===== config.mk =====
export PLATFORM = sky130hd
export DESIGN_NAME = msr_bank
export DESIGN_NICKNAME = d
export VERILOG_FILES = /design/src/design/msr_pkg.sv /design/src/design/msr_bank.sv
export SDC_FILE = /design/constraint.sdc
export NUM_CORES = 1
export LEC_CHECK = 0
export ABC_CLOCK_PERIOD_IN_PS = 1650
export BUFFER_PORTS_ARGS = -buffer_cell sky130_fd_sc_hd__buf_2
export CAP_MARGIN = 10
export CORE_MARGIN = 4
export CORE_UTILIZATION = 47
export DETAILED_ROUTE_END_ITERATION = 8
export PLACE_DENSITY = 0.76
export SYNTH_ARGS = -nofsm -noshare
export SYNTH_HDL_FRONTEND = slang
export SYNTH_SLANG_ARGS = --single-unit
export TNS_END_PERCENT = 50

===== constraint.sdc =====
create_clock -name i_ref_clk -period 1.65 [get_ports i_ref_clk]
set_input_delay 0.0825 -clock i_ref_clk [delete_from_list [all_inputs] [get_ports i_ref_clk]]
set_output_delay 0.0825 -clock i_ref_clk [all_outputs]
set_load 0.02 [all_outputs]

===== src/design/msr_pkg.sv =====
// Package for the monitor and status register bank: map, fields, types
package msr_pkg;

  // Byte offsets
  localparam logic [7:0] MSR_OFF_TEMP = 8'h60;
  localparam logic [7:0] MSR_OFF_SUPPLY = 8'h62;
  localparam logic [7:0] MSR_OFF_MONITOR_INPUT_ONE = 8'h64;
  localparam logic [7:0] MSR_OFF_MONITOR_INPUT_TWO = 8'h66;
  localparam logic [7:0] MSR_OFF_MONITOR_INPUT_THREE = 8'h68;
  localparam logic [7:0] MSR_OFF_MONITOR_INPUT_FOUR = 8'h6a;
  localparam logic [7:0] MSR_OFF_RSVD = 8'h6c;
  localparam logic [7:0] MSR_OFF_STATUS = 8'h6e;
  localparam logic [7:0] MSR_OFF_UPDATE = 8'h6f;
  localparam logic [7:0] MSR_OFF_ALARM = 8'h70;

  // Status bit positions
  localparam int MSR_ST_TXD_PIN = 7;
  localparam int MSR_ST_TXD_SW = 6;
  localparam int MSR_ST_IN1 = 5;
  localparam int MSR_ST_RATE_SELECT_INPUT_PIN = 4;
  localparam int MSR_ST_RATE_SELECT_INPUT_SW = 3;
  localparam int MSR_ST_TXF = 2;
  localparam int MSR_ST_LOS = 1;
  localparam int MSR_ST_NRDY = 0;

  // Conversion-complete register fields
  localparam int MSR_UPD_TOP = 7;
  localparam int MSR_UPD_RANGE = 0;

  // Reset values
  localparam logic [15:0] MSR_RESULT_RST = 16'h0000;
  localparam logic [7:0] MSR_UPDATE_RST = 8'h00;
  localparam logic [7:0] MSR_ALARM_RST = 8'h10;
  localparam logic [7:0] MSR_RSVD_VALUE = 8'h00;

  // Channel numbering, matching update bit order from the top
  localparam int MSR_NCH = 6;
  localparam logic [2:0] MSR_CH_TEMP = 3'h0;
  localparam logic [2:0] MSR_CH_SUPPLY = 3'h1;
  localparam logic [2:0] MSR_CH_MONITOR_INPUT_THREE = 3'h4;

  typedef struct packed {
    logic valid;
    logic [2:0] channel;
    logic [15:0] value;
    logic coarse_range;
  } msr_conv_t;

  typedef struct packed {
    logic [15:0] hi;
    logic [15:0] lo;
  } msr_thresh_t;

  typedef struct packed {
    logic wr_en;
    logic rd_en;
    logic [7:0] addr;
    logic [7:0] wdata;
  } msr_bus_req_t;

  typedef struct packed {
    logic [MSR_NCH-1:0][15:0] result;
    logic tx_disable_sw_force;
    logic rate_select_sw_force;
    logic [MSR_NCH-1:0] conv_done;
    logic receive_power_range_flag;
    logic [7:0] alarm;
    logic [7:0] rdata;
  } msr_state_t;

endpackage : msr_pkg


===== src/design/msr_bank.sv =====
// Monitor results, pin status, conversion flags and first alarm register
`timescale 1ns/10ps

module msr_bank
  import msr_pkg::*;
(
  input wire logic i_ref_clk,
  input wire logic i_rstn,
  input wire msr_bus_req_t i_bus,
  output logic [7:0] o_rdata,
  input wire msr_conv_t i_conv,
  input wire msr_thresh_t [MSR_NCH-1:0] i_thresh,
  input wire logic i_tx_disable_pin,
  input wire logic i_digital_input_one,
  input wire logic i_rate_select_input,
  input wire logic i_transmit_fault_drive_low,
  input wire logic i_loss_of_signal_drive_low,
  input wire logic i_below_power_on_trip,
  output logic o_tx_disable_active,
  output logic o_rate_select_output
);

  ////////////////////////////////////////////////////////////////////////////
  // Comparison and index helpers

  function automatic logic exceeds(input logic [15:0] a, input logic [15:0] b,
                                   input logic is_signed);
    if (is_signed) begin
      return $signed(a) > $signed(b);
    end
    return a > b;
  endfunction : exceeds

  // Channel 0 sits at the top flag bit, later channels step downwards
  function automatic int update_bit(input int ch);
    return MSR_UPD_TOP - ch;
  endfunction : update_bit

  // Word index of a result byte; only called for 0x60 to 0x6b
  function automatic logic [2:0] result_index(input logic [7:0] addr);
    logic [7:0] rel;
    rel = addr - MSR_OFF_TEMP;
    return rel[3:1];
  endfunction : result_index

  ////////////////////////////////////////////////////////////////////////////
  // State

  msr_state_t state_reg;
  msr_state_t state_next;
  logic [7:0] status_view;
  logic [7:0] update_view;
  logic conv_hi;
  logic conv_lo;
  logic [15:0] sel_hi;
  logic [15:0] sel_lo;
  logic is_temp;

  always_comb begin
    status_view = '0;
    status_view[MSR_ST_TXD_PIN] = i_tx_disable_pin;
    status_view[MSR_ST_TXD_SW] = state_reg.tx_disable_sw_force;
    status_view[MSR_ST_IN1] = i_digital_input_one;
    status_view[MSR_ST_RATE_SELECT_INPUT_PIN] = i_rate_select_input;
    status_view[MSR_ST_RATE_SELECT_INPUT_SW] = state_reg.rate_select_sw_force;
    status_view[MSR_ST_TXF] = ~i_transmit_fault_drive_low;
    status_view[MSR_ST_LOS] = ~i_loss_of_signal_drive_low;
    status_view[MSR_ST_NRDY] = i_below_power_on_trip;
    update_view = '0;
    for (int c = 0; c < MSR_NCH; c++) begin
      update_view[update_bit(c)] = state_reg.conv_done[c];
    end
    update_view[MSR_UPD_RANGE] = state_reg.receive_power_range_flag;
  end

  assign sel_hi = i_thresh[i_conv.channel].hi;
  assign sel_lo = i_thresh[i_conv.channel].lo;
  assign is_temp = (i_conv.channel == MSR_CH_TEMP);
  assign conv_hi = exceeds(i_conv.value, sel_hi, is_temp);
  assign conv_lo = exceeds(sel_lo, i_conv.value, is_temp);

  always_comb begin
    state_next = state_reg;
    // Host write first, so a conversion in the same cycle wins
    if (i_bus.wr_en) begin
      unique case (i_bus.addr)
        MSR_OFF_STATUS: begin
          // Only the two override bits take writes
          state_next.tx_disable_sw_force = i_bus.wdata[MSR_ST_TXD_SW];
          state_next.rate_select_sw_force = i_bus.wdata[MSR_ST_RATE_SELECT_INPUT_SW];
        end
        MSR_OFF_UPDATE: begin
          for (int c = 0; c < MSR_NCH; c++) begin
            state_next.conv_done[c] = state_reg.conv_done[c]
                                      & i_bus.wdata[update_bit(c)];
          end
        end
        default: begin
          // Results, reserved and alarm bytes ignore writes
        end
      endcase
    end
    if (i_conv.valid && (int'(i_conv.channel) < MSR_NCH)) begin
      state_next.result[i_conv.channel] = i_conv.value;
      state_next.conv_done[i_conv.channel] = 1'b1;
      if (i_conv.channel == MSR_CH_MONITOR_INPUT_THREE) begin
        state_next.receive_power_range_flag = i_conv.coarse_range;
      end
      if (i_conv.channel <= 3'h3) begin
        // Alarm pair for channel c sits at bits 7-2c and 6-2c
        state_next.alarm[7 - 2*int'(i_conv.channel)] = conv_hi;
        state_next.alarm[6 - 2*int'(i_conv.channel)] = conv_lo;
      end
    end
    // Low supply forces the low alarm regardless of measurement
    if (i_below_power_on_trip) begin
      state_next.alarm[4] = 1'b1;
    end
    if (i_bus.rd_en) begin
      unique case (i_bus.addr)
        MSR_OFF_TEMP, MSR_OFF_SUPPLY, MSR_OFF_MONITOR_INPUT_ONE, MSR_OFF_MONITOR_INPUT_TWO,
        MSR_OFF_MONITOR_INPUT_THREE, MSR_OFF_MONITOR_INPUT_FOUR: begin
          state_next.rdata = state_reg.result[result_index(i_bus.addr)][15:8];
        end
        MSR_OFF_TEMP + 8'h01, MSR_OFF_SUPPLY + 8'h01, MSR_OFF_MONITOR_INPUT_ONE + 8'h01,
        MSR_OFF_MONITOR_INPUT_TWO + 8'h01, MSR_OFF_MONITOR_INPUT_THREE + 8'h01, MSR_OFF_MONITOR_INPUT_FOUR + 8'h01: begin
          state_next.rdata = state_reg.result[result_index(i_bus.addr)][7:0];
        end
        MSR_OFF_RSVD, MSR_OFF_RSVD + 8'h01: state_next.rdata = MSR_RSVD_VALUE;
        MSR_OFF_STATUS: state_next.rdata = status_view;
        MSR_OFF_UPDATE: state_next.rdata = update_view;
        MSR_OFF_ALARM: state_next.rdata = state_reg.alarm;
        default: state_next.rdata = 8'h00;
      endcase
    end
  end

  always_ff @(posedge i_ref_clk or negedge i_rstn) begin
    if (!i_rstn) begin
      state_reg.result <= '0;
      state_reg.tx_disable_sw_force <= 1'b0;
      state_reg.rate_select_sw_force <= 1'b0;
      state_reg.conv_done <= '0;
      state_reg.receive_power_range_flag <= 1'b0;
      state_reg.alarm <= MSR_ALARM_RST;
      state_reg.rdata <= 8'h00;
    end else begin
      state_reg <= state_next;
    end
  end

  ////////////////////////////////////////////////////////////////////////////
  // Outputs

  assign o_rdata = state_reg.rdata;
  assign o_tx_disable_active = i_tx_disable_pin | state_reg.tx_disable_sw_force;
  assign o_rate_select_output = i_rate_select_input | state_reg.rate_select_sw_force;

  ////////////////////////////////////////////////////////////////////////////
  // Checks

  AST_WRITE_RESULT_IGNORED: assert property (@(posedge i_ref_clk) disable iff (!i_rstn)
    (i_bus.wr_en && !i_conv.valid && i_bus.addr >= MSR_OFF_TEMP && i_bus.addr < MSR_OFF_RSVD)
    |=> $stable(state_reg.result))
    else $error("result changed by host write");

  AST_CONV_SETS_FLAG: assert property (@(posedge i_ref_clk) disable iff (!i_rstn)
    (i_conv.valid && i_conv.channel == MSR_CH_SUPPLY) |=> state_reg.conv_done[1])
    else $error("supply flag not set");

  AST_FLAG_CLEAR: assert property (@(posedge i_ref_clk) disable iff (!i_rstn)
    (i_bus.wr_en && i_bus.addr == MSR_OFF_UPDATE && i_bus.wdata == 8'h00 && !i_conv.valid)
    |=> state_reg.conv_done == '0)
    else $error("flags not cleared by write");

  AST_TXD_OR: assert property (@(posedge i_ref_clk) disable iff (!i_rstn)
    (i_bus.wr_en && i_bus.addr == MSR_OFF_STATUS && i_bus.wdata[MSR_ST_TXD_SW])
    |=> o_tx_disable_active)
    else $error("transmit disable force not applied");

  AST_RATE_SELECT_INPUT_OR: assert property (@(posedge i_ref_clk) disable iff (!i_rstn)
    (i_bus.wr_en && i_bus.addr == MSR_OFF_STATUS && i_bus.wdata[MSR_ST_RATE_SELECT_INPUT_SW])
    |=> o_rate_select_output)
    else $error("rate select force not applied");

  AST_RATE_SELECT_INPUT_PIN: assert property (@(posedge i_ref_clk) disable iff (!i_rstn)
    i_rate_select_input |-> o_rate_select_output)
    else $error("rate select pin not passed through");

  AST_TXD_PIN: assert property (@(posedge i_ref_clk) disable iff (!i_rstn)
    i_tx_disable_pin |-> o_tx_disable_active)
    else $error("transmit disable pin not passed through");

  AST_OVERRIDE_WRITE: assert property (@(posedge i_ref_clk) disable iff (!i_rstn)
    (i_bus.wr_en && i_bus.addr == MSR_OFF_STATUS)
    |=> state_reg.tx_disable_sw_force == $past(i_bus.wdata[MSR_ST_TXD_SW]))
    else $error("transmit disable force not written");

  AST_LOW_SUPPLY_ALARM: assert property (@(posedge i_ref_clk) disable iff (!i_rstn)
    i_below_power_on_trip |=> state_reg.alarm[4])
    else $error("supply low alarm not set");

  AST_SUPPLY_LOW_HOLD: assert property (@(posedge i_ref_clk) disable iff (!i_rstn)
    (state_reg.alarm[4] && !(i_conv.valid && i_conv.channel == MSR_CH_SUPPLY))
    |=> state_reg.alarm[4])
    else $error("supply low alarm cleared without conversion");

  AST_TEMP_HIGH: assert property (@(posedge i_ref_clk) disable iff (!i_rstn)
    (i_conv.valid && i_conv.channel == MSR_CH_TEMP
     && $signed(i_conv.value) > $signed(i_thresh[0].hi)) |=> state_reg.alarm[7])
    else $error("temperature high alarm missed");

  AST_STATUS_READ: assert property (@(posedge i_ref_clk) disable iff (!i_rstn)
    (i_bus.rd_en && i_bus.addr == MSR_OFF_STATUS) |=> o_rdata[7] == $past(i_tx_disable_pin))
    else $error("status pin mirror wrong");

  AST_NOT_READY_READ: assert property (@(posedge i_ref_clk) disable iff (!i_rstn)
    (i_bus.rd_en && i_bus.addr == MSR_OFF_STATUS)
    |=> o_rdata[0] == $past(i_below_power_on_trip))
    else $error("ready flag mirror wrong");

  AST_FAULT_READ: assert property (@(posedge i_ref_clk) disable iff (!i_rstn)
    (i_bus.rd_en && i_bus.addr == MSR_OFF_STATUS)
    |=> o_rdata[2] == !$past(i_transmit_fault_drive_low))
    else $error("transmit fault mirror wrong");

  AST_LOS_READ: assert property (@(posedge i_ref_clk) disable iff (!i_rstn)
    (i_bus.rd_en && i_bus.addr == MSR_OFF_STATUS)
    |=> o_rdata[1] == !$past(i_loss_of_signal_drive_low))
    else $error("loss of signal mirror wrong");

  AST_IN1_READ: assert property (@(posedge i_ref_clk) disable iff (!i_rstn)
    (i_bus.rd_en && i_bus.addr == MSR_OFF_STATUS)
    |=> o_rdata[5] == $past(i_digital_input_one))
    else $error("input one mirror wrong");

  AST_RESERVED_READ: assert property (@(posedge i_ref_clk) disable iff (!i_rstn)
    (i_bus.rd_en && (i_bus.addr == MSR_OFF_RSVD || i_bus.addr == MSR_OFF_RSVD + 8'h01))
    |=> o_rdata == MSR_RSVD_VALUE)
    else $error("reserved byte not zero");

  AST_SUPPLY_READ_HIGH: assert property (@(posedge i_ref_clk) disable iff (!i_rstn)
    (i_bus.rd_en && i_bus.addr == MSR_OFF_SUPPLY)
    |=> o_rdata == $past(state_reg.result[1][15:8]))
    else $error("supply high byte wrong");

  AST_TEMP_READ_LOW: assert property (@(posedge i_ref_clk) disable iff (!i_rstn)
    (i_bus.rd_en && i_bus.addr == MSR_OFF_TEMP + 8'h01)
    |=> o_rdata == $past(state_reg.result[0][7:0]))
    else $error("temperature fraction byte wrong");

  AST_RESULT_LOAD: assert property (@(posedge i_ref_clk) disable iff (!i_rstn)
    (i_conv.valid && int'(i_conv.channel) < MSR_NCH)
    |=> state_reg.result[$past(i_conv.channel)] == $past(i_conv.value))
    else $error("result not loaded");

  AST_UPDATE_READ: assert property (@(posedge i_ref_clk) disable iff (!i_rstn)
    (i_bus.rd_en && i_bus.addr == MSR_OFF_UPDATE)
    |=> o_rdata[0] == $past(state_reg.receive_power_range_flag) && !o_rdata[1])
    else $error("update register low bits wrong");

  AST_RANGE_FLAG: assert property (@(posedge i_ref_clk) disable iff (!i_rstn)
    (i_conv.valid && i_conv.channel == MSR_CH_MONITOR_INPUT_THREE)
    |=> state_reg.receive_power_range_flag == $past(i_conv.coarse_range))
    else $error("range flag not captured");

  // Only a host write to the flag register may drop a flag
  AST_FLAG_HOLD: assert property (@(posedge i_ref_clk) disable iff (!i_rstn)
    !(i_bus.wr_en && i_bus.addr == MSR_OFF_UPDATE)
    |=> (state_reg.conv_done & $past(state_reg.conv_done)) == $past(state_reg.conv_done))
    else $error("conversion flag lost without write");

  AST_RDATA_HOLD: assert property (@(posedge i_ref_clk) disable iff (!i_rstn)
    !i_bus.rd_en |=> $stable(o_rdata))
    else $error("read data moved without read");

  AST_ALARM_READ_ONLY: assert property (@(posedge i_ref_clk) disable iff (!i_rstn)
    (i_bus.wr_en && i_bus.addr == MSR_OFF_ALARM && !i_conv.valid && !i_below_power_on_trip)
    |=> $stable(state_reg.alarm))
    else $error("alarm register changed by host write");

  AST_TEMP_LOW: assert property (@(posedge i_ref_clk) disable iff (!i_rstn)
    (i_conv.valid && i_conv.channel == MSR_CH_TEMP
     && $signed(i_conv.value) < $signed(i_thresh[0].lo)) |=> state_reg.alarm[6])
    else $error("temperature low alarm missed");

  AST_SUPPLY_HIGH: assert property (@(posedge i_ref_clk) disable iff (!i_rstn)
    (i_conv.valid && i_conv.channel == MSR_CH_SUPPLY
     && i_conv.value > i_thresh[1].hi) |=> state_reg.alarm[5])
    else $error("supply high alarm missed");

  AST_SUPPLY_LOW_CLEAR: assert property (@(posedge i_ref_clk) disable iff (!i_rstn)
    (i_conv.valid && i_conv.channel == MSR_CH_SUPPLY && !i_below_power_on_trip
     && i_conv.value >= i_thresh[1].lo) |=> !state_reg.alarm[4])
    else $error("supply low alarm not cleared");

  AST_MONITOR_INPUT_TWO_LOW: assert property (@(posedge i_ref_clk) disable iff (!i_rstn)
    (i_conv.valid && i_conv.channel == 3'h3
     && i_conv.value < i_thresh[3].lo) |=> state_reg.alarm[0])
    else $error("monitor two low alarm missed");

  AST_MONITOR_INPUT_ONE_HIGH: assert property (@(posedge i_ref_clk) disable iff (!i_rstn)
    (i_conv.valid && i_conv.channel == 3'h2
     && i_conv.value > i_thresh[2].hi) |=> state_reg.alarm[3])
    else $error("monitor one high alarm missed");

endmodule : msr_bank


==> results.env <==
RESULT_OF_THE_RUN='finished, violations left'
VIOLATIONS_IN_THE_FINAL_REPORTS='setup timing'
AVERAGE_WIRE_PER_STANDARD_CELL_UM=20.8
NUM_CTS_BUFFERS=17
HOLD_START='i_conv[1]'
NUMBER_OF_REGISTER_BITS_INFERRED_BY_SYNTHESIS=121
SETUP.WORST_PATH.START_CLASS='input port'
ROUTABILITYCONGESTION=0.991
LAYOUT_COMMON_CELLS='sky130_fd_sc_hd__buf_2, sky130_fd_sc_hd__nand2_1, sky130_fd_sc_hd__dfrtp_1'
FLOORPLAN.DIE_AREA_UM2=18400
IO_BUFFER_COUNT=246
DRT_PRE_ANTENNA_ITERS=5
CTS_TREE='built'
CTS_CLOCK_PIN_SLEW_FOR_THE_WORST_SETUP_AND_HOLD_PATHS_NS=0.05
NUMBER_OF_ENABLE_FLIP_FLOP_CELLS_AFTER_SYNTHESIS=0
SETUP.WORST_PATH.START='i_conv[17]'
CRITPATHARRIVALTIME_NS=2.46
PLACE_WS_NS=-1.22
WORSTPATHCELLLIST='buf_16 -> buf_6 -> mux4_2 -> a21oi_1 -> ha_1 -> nand4_1 -> nor4_2 -> a21boi_2 -> o31ai_4 -> or2_1 -> a21oi_2'
NETLIST_INSTANCES=753
SYNTHTOLAYOUTAREAGROWTH_PCT=42.9
ASYNCSETRESETFLOPFRACSYNTH_PCT=100
CP-ENDPOINT='state_reg[15]'
UNREPAIRED_SETUP_ENDPOINTS_AFTER_GLOBAL_ROUTING='yes'
MIN_PERIOD_OVER_PERIOD_PCT=129
DETAILROUTE.VIA_COUNT=7508
CTS-ROOT-TO-SINK-BUFFERS=2
MAX_CLOCK_FREQ_GHz=0.471
CLOCK_SINKS=121
WORST-SLEW-PIN-TRANSITION_NS=0.637
MAX_SLEW_MARGIN_PCT=57.4
DETAIL_ROUTE.DRC_VIOLATIONS=0
REG2REGPATHDEPTH=4
REGTOREGSTARTPOINT='state_reg[45]'
MAXSLEWVIOLCOUNT=0
LARGEST_REG_FLOPS=113
NETLIST-CELL-TYPE-COUNT=49
POST-ROUTE-WORST-SETUP-SLACK_NS=-0.473
GRT_PASS1_WL_MM=40.8
CTS-ROOT-BUF='sky130_fd_sc_hd__clkbuf_16'
SYNTH_SEQ_AREA_SHARE_PCT=39.5
IO_PINS=249
DIE_HEIGHT_UM=136
CLKLATENCYLATEPIN_NS=0.41
POSTROUTEANTENNANETS=0
ROUTED_WIRELENGTH_MM=27.3
YOSYSWARNINGCOUNT=0
END_KIND='flop'
P_LEAK_uW=0.00532
FINAL-SETUP-VIOL-COUNT=12
HTREEDEPTH=4
FINAL_NET_COUNT=1357
FIRST_ITER_VIOLATIONS=672
SYNTH.AVG_CELL_AREA_UM2=10.2
DOMINANTREGCELLSYNTH='sky130_fd_sc_hd__dfrtp_1'
GRT_START_MAX_NET_PINS=38
FINAL_LAYOUT_SIZE_SUFFIX_GT1_SHARE_PCT=44.0
WORST_VDD_DROP_V=0.000773
FINALCRITICALPERIOD_NS=2.12
MAXCAPVIOLATIONS=0
FINALHOLDWORSTSLACK_NS=0.0182
HPWL_MM=20.9
WORSTSETUPPATHTYPE='in2reg'
MIN_PATH_TYPE='in2reg'
DIE_W_UM=136
SLOWEST_STAGE='sky130_fd_sc_hd__mux4_2'
VIAS_IN_THE_FIRST_GLOBAL_ROUTE=7647
VIA_PER_INST=5.70
SYNTHESIS.AREA_UM2=7670
REG2REG_TO='o_rdata[4]'
FINAL-HOLD-VIOLATION-COUNT=0
INITIAL_UTILIZATION_PCT=48.1
CPPEAKSTAGEDELAY_NS=0.50
GLOBAL_ROUTE.OVERFLOW_TOTAL=0
FF_TO_FF_SETUP_SLACK_NS=-0.15
PATH_MAX_FANOUT=11
CORE.ROWCOUNT=46
TIMING.CRITICAL_PATH.REQUIRED_NS=1.99
CORE_AREA_UM2=15900
GROUTE.USAGE.OVERALL_PCT=29.5
POSTSYNTHNETCOUNT=1024
CLOCK_SKEW_NS=0.00701
NUMBER_OF_ANTENNA_VIOLATIONS_AT_THE_FIRST_CHECK_IN_GLOBAL_ROUTING=4
LAYOUT.CELLS.MOST_COMMON='sky130_fd_sc_hd__buf_2'
POWER-PER-CELL-AREA_nW_PER_UM2=925
[cells by family after synthesis]
logic type / Yosys count / synth area share (%)
AOI/OAI and AO/OA: 190 / 13.6
adders and majority gates: 32 / 5.22
buffers and inverters: 80 / 4.84
DFF: 121 / 39.5
muxes: 120 / 25.1
and+or+nand+nor: 210 / 11.7
[power by group]
part / internal [µW] / switching (µW)
registers: 3490 / 330
clock network: 2600 / 1250
logic: 1290 / 1170
[per-stage QoR]
stage	power (µW)	util, %	area (µm²)	TNS, ns	std cells
floorplan	5020	-	7730	-6.77	753
global placement	5940	61.4	9790	-11.45	1255
detailed placement	6050	61.4	9790	-14.37	1255
CTS	10100	67.9	10800	-2.98	1311
global route	10600	68.8	11000	-4.06	1317
finish	10100	68.8	11000	-3.09	1317
[routing by layer]
metal,routed length [µm],up-vias,global-route usage [%]
li1,-,3413,-
met1,9960,3542,35.7
met4,1510,2,16.6
met5,7,-,0
met2,13400,445,47.5
met3,2490,106,8.21
[Yosys cell counts, types with 2 or more instances]
cell type                   count  area [µm²]
sky130_fd_sc_hd__mux2_2        21         236
sky130_fd_sc_hd__buf_4         10        75.1
sky130_fd_sc_hd__nor3_1         2        10.0
sky130_fd_sc_hd__mux2i_1       44         440
sky130_fd_sc_hd__mux2_1         2        22.5
sky130_fd_sc_hd__clkbuf_1      27         101
sky130_fd_sc_hd__inv_1         25        93.8
sky130_fd_sc_hd__mux4_2        44         991
sky130_fd_sc_hd__nand4_1        5        31.3
sky130_fd_sc_hd__nand3b_1       3        22.5
sky130_fd_sc_hd__nor2b_1        5        31.3
sky130_fd_sc_hd__a21o_1         4        30.0
sky130_fd_sc_hd__a221oi_1       4        35.0
sky130_fd_sc_hd__nand2b_1       4        25.0
sky130_fd_sc_hd__a21oi_1       40         200
sky130_fd_sc_hd__mux4_1         9         236
sky130_fd_sc_hd__o211ai_1       2        15.0
sky130_fd_sc_hd__nand3_1        5        25.0
sky130_fd_sc_hd__a211oi_1       2        15.0
sky130_fd_sc_hd__buf_6          2        22.5
sky130_fd_sc_hd__buf_2         12        60.1
sky130_fd_sc_hd__ha_1          32         400
sky130_fd_sc_hd__dfrtp_1      120        3000
sky130_fd_sc_hd__nor2_1        47         176
sky130_fd_sc_hd__buf_1          3        11.3
sky130_fd_sc_hd__and2_1         2        12.5
sky130_fd_sc_hd__nor4_1         3        18.8
sky130_fd_sc_hd__nand2_1      127         477
sky130_fd_sc_hd__o22ai_1       10        62.6
sky130_fd_sc_hd__or2_2          2        12.5
sky130_fd_sc_hd__o21ai_0      102         510
sky130_fd_sc_hd__o21ai_1       15        75.1
sky130_fd_sc_hd__a2111oi_0      2        17.5
[worst max-delay path: cells and delay by family]
kind            cells  cell delay, ns
compound gates      4            0.72
fa+ha+maj           1            0.20
buf+inv             2            0.27
mux                 1            0.50
simple gates        3            0.68
[repair_timing]
action / CTS / global route
hold endpoints to repair: 104 / 1
buffers inserted: 6 / 2
gates cloned: 2 / 0
setup endpoints to repair: 12 / 12
gates resized for setup: 42 / 20
hold buffers: 17 / 1
pin swaps: 15 / 13
[worst min path at each step]
stage	slack [ns]	depth (start not counted)	to
after floorplan	-0.21	0	o_rdata[0]
after global placement	0.05	1	state_reg[51]
after detailed placement	0.05	1	state_reg[51]
after CTS	-0.03	2	state_reg[102]
after global routing	0.008	2	state_reg[89]
final	0.02	2	state_reg[89]
[final cells by class]
type	count	area (µm²)
antenna	3	7.51
clock buffer	25	515
clock inverter	6	110
fill	1178	4980
inverter	25	93.8
multi-input combinational	552	4470
sequential	121	3030
tap	216	270
timing repair buffer	369	2470
No activity file was read; power rests on OpenSTA's default activity.
